===== config.mk =====
export PLATFORM = sky130hd
export DESIGN_NAME = pmbsc_ctrl
export DESIGN_NICKNAME = d
export VERILOG_FILES = /design/src/pmbsc_pkg.sv /design/src/pmbsc_strap_if.sv /design/src/pmbsc_strap_latch.sv /design/src/pmbsc_ctrl.sv
export SDC_FILE = /design/constraint.sdc
export NUM_CORES = 1
export LEC_CHECK = 0
export BUFFER_PORTS_ARGS = -buffer_cell sky130_fd_sc_hd__buf_4
export CORE_ASPECT_RATIO = 0.9
export CORE_MARGIN = 4
export CORE_UTILIZATION = 40
export CTS_CLUSTER_SIZE = 8
export DETAILED_ROUTE_END_ITERATION = 6
export GPL_ROUTABILITY_DRIVEN = 0
export HOLD_SLACK_MARGIN = 0.03
export PLACE_DENSITY_LB_ADDON = 0.08
export SKIP_CTS_REPAIR_TIMING = 1
export SYNTH_ARGS = -nofsm -noshare
export SYNTH_HDL_FRONTEND = slang
export SYNTH_HIERARCHICAL = 1
export SYNTH_SLANG_ARGS = --single-unit

===== constraint.sdc =====
create_clock -name REF_CLK_I -period 3.65 [get_ports REF_CLK_I]
set_input_delay 0.73 -clock REF_CLK_I [delete_from_list [all_inputs] [get_ports REF_CLK_I]]
set_output_delay 0.73 -clock REF_CLK_I [all_outputs]
set_load 0.01 [all_outputs]

===== src/pmbsc_pkg.sv =====
// package: modes, states and timing constants of the power mode and boot strap controller
package pmbsc_pkg;

  // ****************************************************************
  // timing
  // ****************************************************************
  localparam int unsigned CLK_HZ           = 125_000_000;
  localparam int unsigned BOOT_TIME_US     = 100;
  localparam int unsigned BOOT_CYCLES      = (BOOT_TIME_US * (CLK_HZ / 1_000_000));
  localparam int unsigned CNT_W            = 32;
  localparam int unsigned SCALE_DIV        = 8;
  localparam int unsigned SCALE_W          = 3;
  localparam int unsigned BANNER_LEN       = 8;
  localparam int unsigned BANNER_IDX_W     = 3;

  // ****************************************************************
  // boot strap positions
  // ****************************************************************
  localparam int unsigned STRAP_SRC        = 0;
  localparam int unsigned STRAP_PRINT      = 1;
  localparam int unsigned STRAP_RAIL       = 2;
  localparam int unsigned STRAP_W          = 3;
  localparam logic [2:0]  STRAP_DEFAULT    = 3'h7;

  // ****************************************************************
  // stop wake sources
  // ****************************************************************
  typedef enum logic [1:0] {
    PMBSC_WAKE_GPIO  = 2'h0,
    PMBSC_WAKE_TIMER = 2'h1,
    PMBSC_WAKE_LINK  = 2'h2
  } pmbsc_wake_t;

  // ****************************************************************
  // power modes seen outside (no sleep mode exists)
  // ****************************************************************
  typedef enum logic [1:0] {
    PMBSC_MODE_RESET   = 2'h0,
    PMBSC_MODE_ACTIVE  = 2'h1,
    PMBSC_MODE_STANDBY = 2'h2,
    PMBSC_MODE_STOP    = 2'h3
  } pmbsc_mode_t;

  // ****************************************************************
  // sequencer states, gray along boot -> banner -> active -> standby -> stop
  // ****************************************************************
  typedef enum logic [2:0] {
    PMBSC_ST_BOOT    = 3'h0,
    PMBSC_ST_BANNER  = 3'h1,
    PMBSC_ST_ACTIVE  = 3'h3,
    PMBSC_ST_STANDBY = 3'h2,
    PMBSC_ST_STOP    = 3'h6
  } pmbsc_state_t;

  localparam logic [7:0] BANNER_BYTE [BANNER_LEN] = '{
    8'h2b, 8'h53, 8'h54, 8'h41, 8'h52, 8'h54, 8'h55, 8'h50
  };

endpackage


===== src/pmbsc_strap_if.sv =====
// interface: latched boot strap levels passed from the latch to the sequencer
`timescale 1ns/100ps
interface pmbsc_strap_if;
  logic       valid;
  logic [2:0] level;
  modport latch (output valid, output level);
  modport user  (input  valid, input  level);
endinterface


===== src/pmbsc_strap_latch.sv =====
// module: captures the boot strap pins once after reset release and again after each reboot
`timescale 1ns/100ps
module pmbsc_strap_latch (
  // clock and reset
  input  wire logic   clk_i,
  input  wire logic   rst_i,
  input  wire logic   reboot_i,
  // strap pins
  input  wire logic [2:0] pins_i,
  // latched values
  pmbsc_strap_if.latch    strap
);

  logic       valid_q;
  logic       valid_d;
  logic [2:0] level_q;
  logic [2:0] level_d;

  // ****************************************************************
  // capture
  // ****************************************************************
  // the reset only loads a constant; the pin levels are taken on the first
  // clock after release or after a reboot, then frozen until the next one
  always_comb begin
    valid_d = valid_q;
    level_d = level_q;
    if (reboot_i) begin
      valid_d = 1'b0;
    end else if (!valid_q) begin
      valid_d = 1'b1;
      level_d = pins_i;
    end
  end

  always_ff @(posedge clk_i or posedge rst_i) begin
    if (rst_i) begin
      valid_q <= 1'b0;
      level_q <= pmbsc_pkg::STRAP_DEFAULT;
    end else begin
      valid_q <= valid_d;
      level_q <= level_d;
    end
  end

  assign strap.valid = valid_q;
  assign strap.level = level_q;

endmodule


===== src/pmbsc_ctrl.sv =====
// module: power mode, reboot and boot strap sequencer (top)
`timescale 1ns/100ps
module pmbsc_ctrl #(
  parameter int unsigned BOOT_CYCLES = pmbsc_pkg::BOOT_CYCLES,
  parameter int unsigned GPIO_W      = 3
) (
  // clock and reset
  input  wire logic                REF_CLK_I,
  input  wire logic                RST_I,
  // reboot pin, open drain with internal pull-up
  input  wire logic                REBOOT_N_I,
  output logic                     REBOOT_N_O,
  output logic                     REBOOT_N_OE_N_O,
  // host commands; soft reboot and stop are one-cycle pulses
  input  wire logic                SOFT_REBOOT_CMD_I,
  input  wire logic                STOP_CMD_I,
  input  wire logic                STOP_TIMER_EN_I,
  input  wire logic [31:0]         STOP_DELAY_I,
  input  wire logic [GPIO_W-1:0]   WAKE_GPIO_SEL_I,
  input  wire logic [GPIO_W-1:0]   WAKE_GPIO_I,
  // configuration
  input  wire logic                LINK_STOP_SETTING_I,
  input  wire logic                AUTO_CLOCK_SCALING_I,
  input  wire logic                COMMAND_MODE_I,
  // activity
  input  wire logic                WORK_PENDING_I,
  input  wire logic                LINK_STATUS_I,
  // strap pins, shared with spi chip select and data out
  input  wire logic [2:0]          STRAP_PINS_I,
  input  wire logic                SPI_DATA_OUT_I,
  output logic                     SPI_DATA_OUT_O,
  output logic                     SPI_DATA_OUT_OE_N_O,
  output logic                     SPI_CS_O,
  // status
  output logic [1:0]               POWER_MODE_O,
  output logic                     CORE_RUN_O,
  output logic                     CLK_EN_O,
  output logic                     RAM_RETAIN_O,
  output logic                     LINKS_KEEP_O,
  output logic                     FACTORY_BOOT_O,
  output logic                     FLASH_RAIL_1V8_O,
  output logic                     SOFT_RESET_O,
  output logic                     HARD_RESET_O,
  // ready banner
  output logic                     TX_VALID_O,
  output logic [7:0]               TX_DATA_O,
  input  wire logic                TX_READY_I,
  output logic                     BOOT_TX_EN_O
);

  // ****************************************************************
  // declarations
  // ****************************************************************
  pmbsc_strap_if strap ();

  pmbsc_pkg::pmbsc_state_t state_q;
  pmbsc_pkg::pmbsc_state_t state_d;
  pmbsc_pkg::pmbsc_wake_t  wake_src_q;
  pmbsc_pkg::pmbsc_wake_t  wake_src_d;
  logic [31:0]                       cnt_q;
  logic [31:0]                       cnt_d;
  logic [pmbsc_pkg::BANNER_IDX_W-1:0] bidx_q;
  logic [pmbsc_pkg::BANNER_IDX_W-1:0] bidx_d;
  logic [GPIO_W-1:0]                 gpio_ref_q;
  logic [GPIO_W-1:0]                 gpio_ref_d;
  logic [pmbsc_pkg::SCALE_W-1:0]     div_q;
  logic [pmbsc_pkg::SCALE_W-1:0]     div_d;
  logic                              link_q;
  logic                              reboot_req;
  logic                              wake;
  logic                              soft_q;
  logic                              hard_q;
  logic                              stop_enter;
  logic                              link_wake_q;
  logic                              link_wake_d;

  // ****************************************************************
  // outputs registered
  // ****************************************************************
  logic [1:0] mode_q;
  logic [1:0] mode_d;
  logic       run_q;
  logic       run_d;
  logic       clk_en_q;
  logic       clk_en_d;
  logic       tx_valid_q;
  logic       tx_valid_d;
  logic [7:0] tx_data_q;
  logic [7:0] tx_data_d;
  logic       boot_tx_q;
  logic       boot_tx_d;
  logic       cs_q;
  logic       miso_q;
  logic       miso_oe_n_q;
  logic       miso_oe_n_d;

  function automatic logic gpio_changed(input logic [GPIO_W-1:0] now,
                                        input logic [GPIO_W-1:0] ref_lvl,
                                        input logic [GPIO_W-1:0] sel);
    gpio_changed = |((now ^ ref_lvl) & sel);
  endfunction

  pmbsc_strap_latch u_strap (
    .clk_i    (REF_CLK_I),
    .rst_i    (RST_I),
    .reboot_i (reboot_req),
    .pins_i   (STRAP_PINS_I),
    .strap    (strap.latch)
  );

  // ****************************************************************
  // reboot sources
  // ****************************************************************
  // a low reboot pin or soft command restarts the sequence from boot;
  // wake from stop also reboots rather than resuming
  assign reboot_req = !REBOOT_N_I || SOFT_REBOOT_CMD_I || wake;

  assign stop_enter = STOP_CMD_I || (LINK_STOP_SETTING_I && link_q && !LINK_STATUS_I);

  assign link_wake_d = LINK_STOP_SETTING_I && LINK_STATUS_I;

  always_comb begin
    wake = 1'b0;
    if (state_q == pmbsc_pkg::PMBSC_ST_STOP) begin
      case (wake_src_q)
        pmbsc_pkg::PMBSC_WAKE_GPIO: begin
          wake = gpio_changed(WAKE_GPIO_I, gpio_ref_q, WAKE_GPIO_SEL_I);
        end
        pmbsc_pkg::PMBSC_WAKE_TIMER: begin
          wake = (cnt_q == 32'h0000_0000);
        end
        pmbsc_pkg::PMBSC_WAKE_LINK: begin
          wake = link_wake_q;
        end
        default: begin
          wake = 1'b0;
        end
      endcase
    end
  end

  // ****************************************************************
  // sequencer
  // ****************************************************************
  always_comb begin
    state_d    = state_q;
    wake_src_d = wake_src_q;
    cnt_d      = cnt_q;
    bidx_d     = bidx_q;
    gpio_ref_d = gpio_ref_q;
    tx_valid_d = tx_valid_q;
    tx_data_d  = tx_data_q;
    if (reboot_req) begin
      state_d    = pmbsc_pkg::PMBSC_ST_BOOT;
      cnt_d      = 32'h0000_0000;
      bidx_d     = '0;
      tx_valid_d = 1'b0;
    end else begin
      case (state_q)
        pmbsc_pkg::PMBSC_ST_BOOT: begin
          cnt_d = cnt_q + 32'h0000_0001;
          if (cnt_q >= 32'(BOOT_CYCLES - 1)) begin
            cnt_d = 32'h0000_0000;
            if (COMMAND_MODE_I) begin
              state_d    = pmbsc_pkg::PMBSC_ST_BANNER;
              tx_valid_d = 1'b1;
              tx_data_d  = pmbsc_pkg::BANNER_BYTE[0];
            end else begin
              state_d = pmbsc_pkg::PMBSC_ST_ACTIVE;
            end
          end
        end
        pmbsc_pkg::PMBSC_ST_BANNER: begin
          if (TX_READY_I) begin
            if (bidx_q == pmbsc_pkg::BANNER_IDX_W'(pmbsc_pkg::BANNER_LEN - 1)) begin
              tx_valid_d = 1'b0;
              state_d    = pmbsc_pkg::PMBSC_ST_ACTIVE;
            end else begin
              bidx_d    = bidx_q + 1'b1;
              tx_data_d = pmbsc_pkg::BANNER_BYTE[bidx_q + 1'b1];
            end
          end
        end
        pmbsc_pkg::PMBSC_ST_ACTIVE, pmbsc_pkg::PMBSC_ST_STANDBY: begin
          if (stop_enter) begin
            state_d    = pmbsc_pkg::PMBSC_ST_STOP;
            gpio_ref_d = WAKE_GPIO_I;
            cnt_d      = STOP_DELAY_I;
            if (!STOP_CMD_I) begin
              wake_src_d = pmbsc_pkg::PMBSC_WAKE_LINK;
            end else if (STOP_TIMER_EN_I) begin
              wake_src_d = pmbsc_pkg::PMBSC_WAKE_TIMER;
            end else begin
              wake_src_d = pmbsc_pkg::PMBSC_WAKE_GPIO;
            end
          end else if (WORK_PENDING_I) begin
            state_d = pmbsc_pkg::PMBSC_ST_ACTIVE;
          end else begin
            state_d = pmbsc_pkg::PMBSC_ST_STANDBY;
          end
        end
        pmbsc_pkg::PMBSC_ST_STOP: begin
          if (wake_src_q == pmbsc_pkg::PMBSC_WAKE_TIMER && cnt_q != 32'h0000_0000) begin
            cnt_d = cnt_q - 32'h0000_0001;
          end
        end
        default: begin
          state_d = pmbsc_pkg::PMBSC_ST_BOOT;
        end
      endcase
    end
  end

  // ****************************************************************
  // mode, clock and pin outputs
  // ****************************************************************
  always_comb begin
    div_d = div_q + 1'b1;
    if (div_q == pmbsc_pkg::SCALE_W'(pmbsc_pkg::SCALE_DIV - 1)) begin
      div_d = '0;
    end
  end

  always_comb begin
    mode_d      = pmbsc_pkg::PMBSC_MODE_RESET;
    run_d       = 1'b0;
    clk_en_d    = 1'b0;
    boot_tx_d   = 1'b0;
    miso_oe_n_d = 1'b1;
    case (state_d)
      pmbsc_pkg::PMBSC_ST_BOOT: begin
        run_d     = 1'b1;
        clk_en_d  = 1'b1;
        boot_tx_d = strap.level[pmbsc_pkg::STRAP_PRINT];
      end
      pmbsc_pkg::PMBSC_ST_BANNER, pmbsc_pkg::PMBSC_ST_ACTIVE: begin
        mode_d      = pmbsc_pkg::PMBSC_MODE_ACTIVE;
        run_d       = 1'b1;
        clk_en_d    = 1'b1;
        miso_oe_n_d = 1'b0;
      end
      pmbsc_pkg::PMBSC_ST_STANDBY: begin
        mode_d      = pmbsc_pkg::PMBSC_MODE_STANDBY;
        run_d       = 1'b1;
        miso_oe_n_d = 1'b0;
        // scaled clock may limit top uart rate while idling
        clk_en_d    = AUTO_CLOCK_SCALING_I ? (div_q == '0) : 1'b1;
      end
      pmbsc_pkg::PMBSC_ST_STOP: begin
        mode_d = pmbsc_pkg::PMBSC_MODE_STOP;
      end
      default: begin
        mode_d = pmbsc_pkg::PMBSC_MODE_RESET;
      end
    endcase
  end

  always_ff @(posedge REF_CLK_I or posedge RST_I) begin
    if (RST_I) begin
      state_q     <= pmbsc_pkg::PMBSC_ST_BOOT;
      wake_src_q  <= pmbsc_pkg::PMBSC_WAKE_GPIO;
      cnt_q       <= 32'h0000_0000;
      bidx_q      <= '0;
      gpio_ref_q  <= '0;
      div_q       <= '0;
      link_q      <= 1'b1;
      link_wake_q <= 1'b0;
      soft_q      <= 1'b0;
      hard_q      <= 1'b1;
      mode_q      <= pmbsc_pkg::PMBSC_MODE_RESET;
      run_q       <= 1'b0;
      clk_en_q    <= 1'b0;
      tx_valid_q  <= 1'b0;
      tx_data_q   <= 8'h00;
      boot_tx_q   <= 1'b0;
      cs_q        <= 1'b1;
      miso_q      <= 1'b0;
      miso_oe_n_q <= 1'b1;
    end else begin
      state_q     <= state_d;
      wake_src_q  <= wake_src_d;
      cnt_q       <= cnt_d;
      bidx_q      <= bidx_d;
      gpio_ref_q  <= gpio_ref_d;
      div_q       <= div_d;
      link_q      <= LINK_STATUS_I;
      link_wake_q <= link_wake_d;
      soft_q      <= SOFT_REBOOT_CMD_I;
      hard_q      <= !REBOOT_N_I;
      mode_q      <= mode_d;
      run_q       <= run_d;
      clk_en_q    <= clk_en_d;
      tx_valid_q  <= tx_valid_d;
      tx_data_q   <= tx_data_d;
      boot_tx_q   <= boot_tx_d;
      cs_q        <= STRAP_PINS_I[pmbsc_pkg::STRAP_PRINT];
      miso_q      <= SPI_DATA_OUT_I;
      miso_oe_n_q <= miso_oe_n_d;
    end
  end

  // ****************************************************************
  // port drive
  // ****************************************************************
  // reboot pin is input only; the pull-up is modelled by never enabling
  assign REBOOT_N_O          = 1'b1;
  assign REBOOT_N_OE_N_O     = 1'b1;
  assign POWER_MODE_O        = mode_q;
  assign CORE_RUN_O          = run_q;
  assign CLK_EN_O            = clk_en_q;
  assign RAM_RETAIN_O        = run_q;
  assign LINKS_KEEP_O        = run_q;
  assign FACTORY_BOOT_O      = ~strap.level[pmbsc_pkg::STRAP_SRC];
  assign FLASH_RAIL_1V8_O    = strap.level[pmbsc_pkg::STRAP_RAIL];
  assign SOFT_RESET_O        = soft_q;
  assign HARD_RESET_O        = hard_q;
  assign TX_VALID_O          = tx_valid_q;
  assign TX_DATA_O           = tx_data_q;
  assign BOOT_TX_EN_O        = boot_tx_q;
  assign SPI_CS_O            = cs_q;
  assign SPI_DATA_OUT_O      = miso_q;
  assign SPI_DATA_OUT_OE_N_O = miso_oe_n_q;

endmodule


==> results of run 1 <==
## layer usage
metal	global-route usage	vias to the layer above	wire length, um
met1	0.2791	1935	6017
met4	0.06203	0	204
met3	0.04519	18	565
met2	0.3067	118	5554
met5	0	-	0
li1	-	1930	-
## area by class of cell
class,instances,area [um^2],share of cell area
clock buffer,10,239.0,0.04441
clock inverter,6,110.1,0.02046
inverter,25,93.84,0.01744
multi-input combinational,368,2406,0.4471
sequential,69,1735,0.3225
tap,133,166.4,0.03092
timing repair buffer,84,630.6,0.1172
## state kept, by name (all words and copies together), names as in the netlist, 2 cells and up
signal               flops
wake_src_q               2
gpio_ref_q               3
TX_DATA_O                6
div_q                    3
bidx_q                   3
state_q                  3
cnt_q                   32
POWER_MODE_O             2
u_strap/strap.level      3
## metrics by stage
stage | hold slack, ns | worst slack (ns) | utilization | instances
detailed placement | 0.4500 | 0.6476 | 0.4655 | 679
global placement | 0.4485 | 0.7261 | 0.4655 | 679
global route | 0.2922 | 0.4237 | 0.4978 | 695
finish | 0.2819 | 0.6295 | 0.4978 | 695
floorplan | 0.4223 | 1.300 | - | 499
CTS | 0.2755 | 0.6602 | 0.4978 | 695
## synthesized netlist by cell type, drive strengths merged, types with 3 or more instances
cell	instances
a22oi	4
o41ai	3
a31oi	8
o31a	5
a32o	6
mux2	6
clkbuf	19
nand2	42
nand4	7
a311oi	3
a22o	5
nor3	20
o21ai	38
nand3	21
nor4	18
or2	6
and2	3
ha	10
nand2b	7
buf	18
dfrtp	62
a211oi	4
o31ai	6
or3	3
a21oi	23
dfstp	7
xor2	13
o22ai	8
xnor2	16
nor2b	3
nor2	40
o221ai	8
or4	3
inv	25
## critical path, stage by stage (launching register included)
cell and delay (ns):
dfrtp_1 0.61, and3b_1 0.67, nand3_1 0.14, nor4_1 0.55, a21oi_2 0.26, inv_2 0.25, nor3_2 0.12, mux2_2 0.29
## where the power goes
part	switching [mW]	total, mW	leakage [nW]	internal (mW)
combinational	0.423	0.739	1.37	0.316
clock	0.346	1.03	0.165	0.685
sequential	0.0788	0.938	0.893	0.860
## logic make-up after synthesis
logic type,Yosys count,share of synthesized area
flip-flops,69,0.3935
adder cells (fa/ha/maj),10,0.02837
buffers and inverters,62,0.06326
other,2,0.001703
XOR/XNOR,29,0.05759
multiplexers,7,0.01759
AND/OR/NAND/NOR,180,0.2142
AO/OA/AOI/OAI,139,0.2238
## worst paths after layout
kind,slack [ns],cells past startpoint,startpoint,end
max,0.63,7,state_q[2],gpio_ref_q[2]
min,0.28,2,RST_I,u_strap/strap.valid
max reg2reg,0.63,7,state_q[2],gpio_ref_q[2]
min reg2reg,0.47,1,div_q[0],div_q[0]
max in group asynchronous,2.26,3,RST_I,cnt_q[29]
min in group REF_CLK_I,0.47,1,div_q[0],div_q[0]
==> run metrics, run 1 <==
status completed; Post-DRT Antenna Nets 0; Max-slew headroom 0.3454; Synth cell types 69; CTS tree built; Fin. Hold Viols 0; Setup-failing EPs final 0; GRT Overall Usage 0.1990; Final #Nets 621; Area Growth Syn to Fin 22.01%; number of H-tree levels 3; clock insertion delay at the later pin of the skew report 0.34 ns; # diodes 0; HP Class primary input to async pin; Power, Total between 2 and 3 mW; Req. time, crit path 3.87 ns; CP Data Arrival Time 3.24 ns; maximum clock frequency 331.1 MHz; commonest non-fill, non-tap cells in the layout buf_4 (84), dfrtp_1 (62), nand2_1 (41), nor2_1 (38), o21ai_0 (36); final period utilization 0.8275; WL final around 12,000 um; first-pass iteration count of the detailed router 5; initial antenna violation count 0; post-synth top area share 0.3518; first-pass GRT wire length 20,370 um; hpwl dp 8839 um; slew at the pin closest to its max-slew limit 0.9818 ns; global route overflow 0; DRC 0; CTS root buf clkbuf_16; filler instances between 1,000 and 1,500; I/O Buffers 75; crit end category flop; Crit Path Max Fanout 16; Max-cap violations 0; core box area 10,810 um^2; die area 12,770 um^2; detailed router's first-iteration violation count roughly 270; number of synthesized flops with an enable pin 0; row cnt 36; commonest non-fill, non-tap cell in the layout buf_4; fraction of registers with async set/reset 1.000; vias post-DR 4,001; post-synthesis area per instance 8.856 um^2; ys flop type dfrtp_1; Power Dens Cells 503.2 nW/um^2; largest net degree at the start of global routing 38; number of global-route vias before repair between 3,000 and 4,000; via/cell ratio 5.757; critical path class flop to flop; worst ir drop on vdd 0.2699 mV; RSZ-0062 raised after global routing false; setup TNS 0 ns; Mapped Area about 4400 um^2; CTS Buffer Depth 2; clock skew 0.006955 ns; Syn Inst Count 498; number of clock sinks 69; initial core utilization 0.4080; Worst Setup Start Kind flop; leakage between 2 and 2.5 nW; Ports 79; final slew viol count 0; dpl cell area roughly 5000 um^2; Synth area leader dfrtp_1; #FFs+latches synth 69; share of cells above drive strength 1 0.2491; clk slew on worst S/H paths 0.06 ns; register area share after synthesis 0.3935; die height around 110 um; TritonCTS buffer count 9; wire per inst 17.76 um; die width roughly 120 um; final worst path period need 3.020 ns; top cells by area, synth dfrtp_1 (35%), dfstp_2 (4.2%), o21ai_0 (4.1%); Yosys warning total 6; final instance area about 5400 um^2
Power figures use the tool's default switching activity.
==> run 2: changes to the inputs <==
clock period = 2.7 ns   (was 3.65 ns; I/O delays follow)
==> run 2 against run 1 <==
Largest power group unchanged. Utilization is 1.5 points higher. Clock skew is 0.0045 ns higher. Global-route usage up 0.49 points. Non-clock buffer count increased by 18. Combinational power is 42% higher. Design area grew 2.9%. First-iteration DRC count up 12%. Worst setup slack got worse by 0.39 ns. Sequential power increased by 34%. Highest routed layer unchanged. Critical path depth is 1 lower. Critical path type unchanged. Die area stayed put. Count of clock-buffer cells in the layout increased by 1.
==> run metrics, run 2 (synthesis results as in run 1) <==
commonest non-fill, non-tap cell in the layout buf_4 (unchanged); number of global-route vias before repair 4,003 (was 3,925); global route overflow 0 (unchanged); CTS root buf clkbuf_16 (unchanged); first-pass GRT wire length 20,920 um (was 20,370 um); worst ir drop on vdd 0.3190 mV (was 0.2699 mV); critical path class flop to flop (unchanged); status completed (unchanged); worst reg2reg path depth 6 (was 7); hold slack 0.1046 ns (was 0.2819 ns); most used routing layer met2 (unchanged); largest net degree at the start of global routing 34 (was 38); I/O Buffers 75 (unchanged); hpwl dp 9083 um (was 8839 um); Max-slew headroom 0.4308 (was 0.3454); clk slew on worst S/H paths 0.06 ns (about the same); Sequential Area 1735 um^2 (unchanged); Ports 79 (unchanged); Final #Nets 639 (was 621); RSZ-0062 raised after global routing false (unchanged); GR Util met3 0.03889 (was 0.04519); Power Dens Cells 672.9 nW/um^2 (was 503.2 nW/um^2); HP Class primary input to async pin (unchanged); final period utilization 0.9128 (was 0.8275); first-pass iteration count of the detailed router 5 (unchanged); Max-cap violations 0 (unchanged); vias post-DR 4,065 (was 4,001); clock skew 0.01147 ns (was 0.006955 ns); row cnt 36 (unchanged); TritonCTS buffer count 9 (unchanged); max reg flops 32 (unchanged); CP Data Arrival Time 2.66 ns (was 3.24 ns); die area 12,770 um^2 (unchanged); core box area 10,810 um^2 (unchanged); Post-DRT Antenna Nets 0 (unchanged); filler instances 1,038 (was 1,022); dpl ws 0.2159 ns (was 0.6476 ns); wire per inst 17.73 um (was 17.76 um); initial antenna violation count 0 (unchanged); multi-input logic area 2406 um^2 (unchanged); Req. time, crit path 2.89 ns (was 3.87 ns); number of clock sinks 69 (unchanged); via/cell ratio 5.701 (was 5.757); die height 107.6 um (unchanged); # diodes 0 (unchanged); leakage 2.525 nW (was 2.426 nW); final worst path period need 2.464 ns (was 3.020 ns); post-route worst setup slack 0.2355 ns (was 0.6295 ns); Area Growth Syn to Fin 25.59% (was 22.01%); commonest non-fill, non-tap cells in the layout buf_4 (101), dfrtp_1 (62), nand2_1 (41), nor2_1 (38), o21ai_0 (36) (was buf_4 (84), dfrtp_1 (62), nand2_1 (41), nor2_1 (38), o21ai_0 (36)); WL final 12,640 um (was 12,340 um); crit path max-delay cell type a311oi_2 (was and3b_1); detailed router's first-iteration violation count 299 (was 266); GRT Overall Usage 0.2040 (was 0.1990); crit-path max cell delay 0.49 ns (was 0.67 ns); share of cells above drive strength 1 0.2724 (was 0.2491); die width 118.7 um (unchanged); DRC 0 (unchanged); number of H-tree levels 3 (unchanged); maximum clock frequency 405.8 MHz (was 331.1 MHz); Worst Setup Start Kind flop (unchanged); # placed instances 695 (was 679); clock insertion delay at the later pin of the skew report 0.33 ns (was 0.34 ns); final slew viol count 0 (unchanged); Crit Path Max Fanout 9 (was 16); met2 Use GR 0.3091 (was 0.3067); crit end category flop (unchanged); setup TNS 0 ns (unchanged); most flop-heavy register cnt_q (unchanged); met1 usage 0.2949 (was 0.2791); Fin. Hold Viols 0 (unchanged); CTS Buffer Depth 2 (unchanged); initial core utilization 0.4080 (unchanged); CTS tree built (unchanged); crit-path cells ha_1, nor4_1, o31ai_2, a311oi_2, nand2_2, o311ai_0 (was and3b_1, nand3_1, nor4_1, a21oi_2, inv_2, nor3_2, mux2_2); Setup-failing EPs final 0 (unchanged); slew at the pin closest to its max-slew limit 0.8506 ns (was 0.9818 ns); Non-Filler Instances 713 (was 695)
run 2: cell count changes in the layout (fill, tap and decap cells not counted):
| cell | change |
|---|---|
| buf_12 | +1 |
| buf_4 | +17 |
| clkbuf_8 | +1 |
| clkinv_2 | -1 |
| clkinv_4 | +1 |
| clkinvlp_4 | -1 |
run 2: area by class of cell:
class / count / share of cell area
Inverter: 25 / 0.01694
Multi-Input combinational cell: 368 / 0.4344
Clock inverter: 5 / 0.01920
Clock buffer: 11 / 0.04563
Timing Repair Buffer: 102 / 0.1405
Sequential cell: 69 / 0.3133
Tap cell: 133 / 0.03004
run 2: metrics by stage:
step | utilization | power, mW | area, um^2
after floorplan | - | 1.952 | 4414
after global placement | 0.4778 | 2.312 | 5165
after detailed placement | 0.4778 | 2.320 | 5165
after CTS | 0.5110 | 3.759 | 5524
after global routing | 0.5124 | 3.939 | 5539
final | 0.5124 | 3.727 | 5539
run 2: metal layers:
metal | vias up | part of all wire
met5 | - | 0
met3 | 11 | 0.051
met2 | 118 | 0.45
met1 | 1969 | 0.49
li1 | 1967 | -
met4 | 0 | 0.012
run 2: power breakdown:
| group | leakage (nW) | internal [mW] | switching [mW] |
|---|---|---|---|
| Clock | 0.172 | 0.955 | 0.464 |
| Sequential | 0.893 | 1.16 | 0.0957 |
| Combinational | 1.46 | 0.464 | 0.586 |
run 2: final timing paths:
check,from,endpoint,slack [ns]
setup / recovery,cnt_q[0],SPI_DATA_OUT_OE_N_O,0.24
hold / removal,RST_I,u_strap/strap.valid,0.10
setup reg to reg,cnt_q[0],SPI_DATA_OUT_OE_N_O,0.24
hold reg to reg,div_q[0],div_q[0],0.46
max in group asynchronous,RST_I,HARD_RESET_O,2.03
min in group REF_CLK_I,SPI_DATA_OUT_I,SPI_DATA_OUT_O,0.32
run 2: worst max-delay path: cells and delay by family (launching register included):
kind | cells | cell delay [ns]
AOI/OAI and AO/OA | 3 | 1.06
and+or+nand+nor | 2 | 0.49
DFF | 1 | 0.47
adders and majority gates | 1 | 0.30
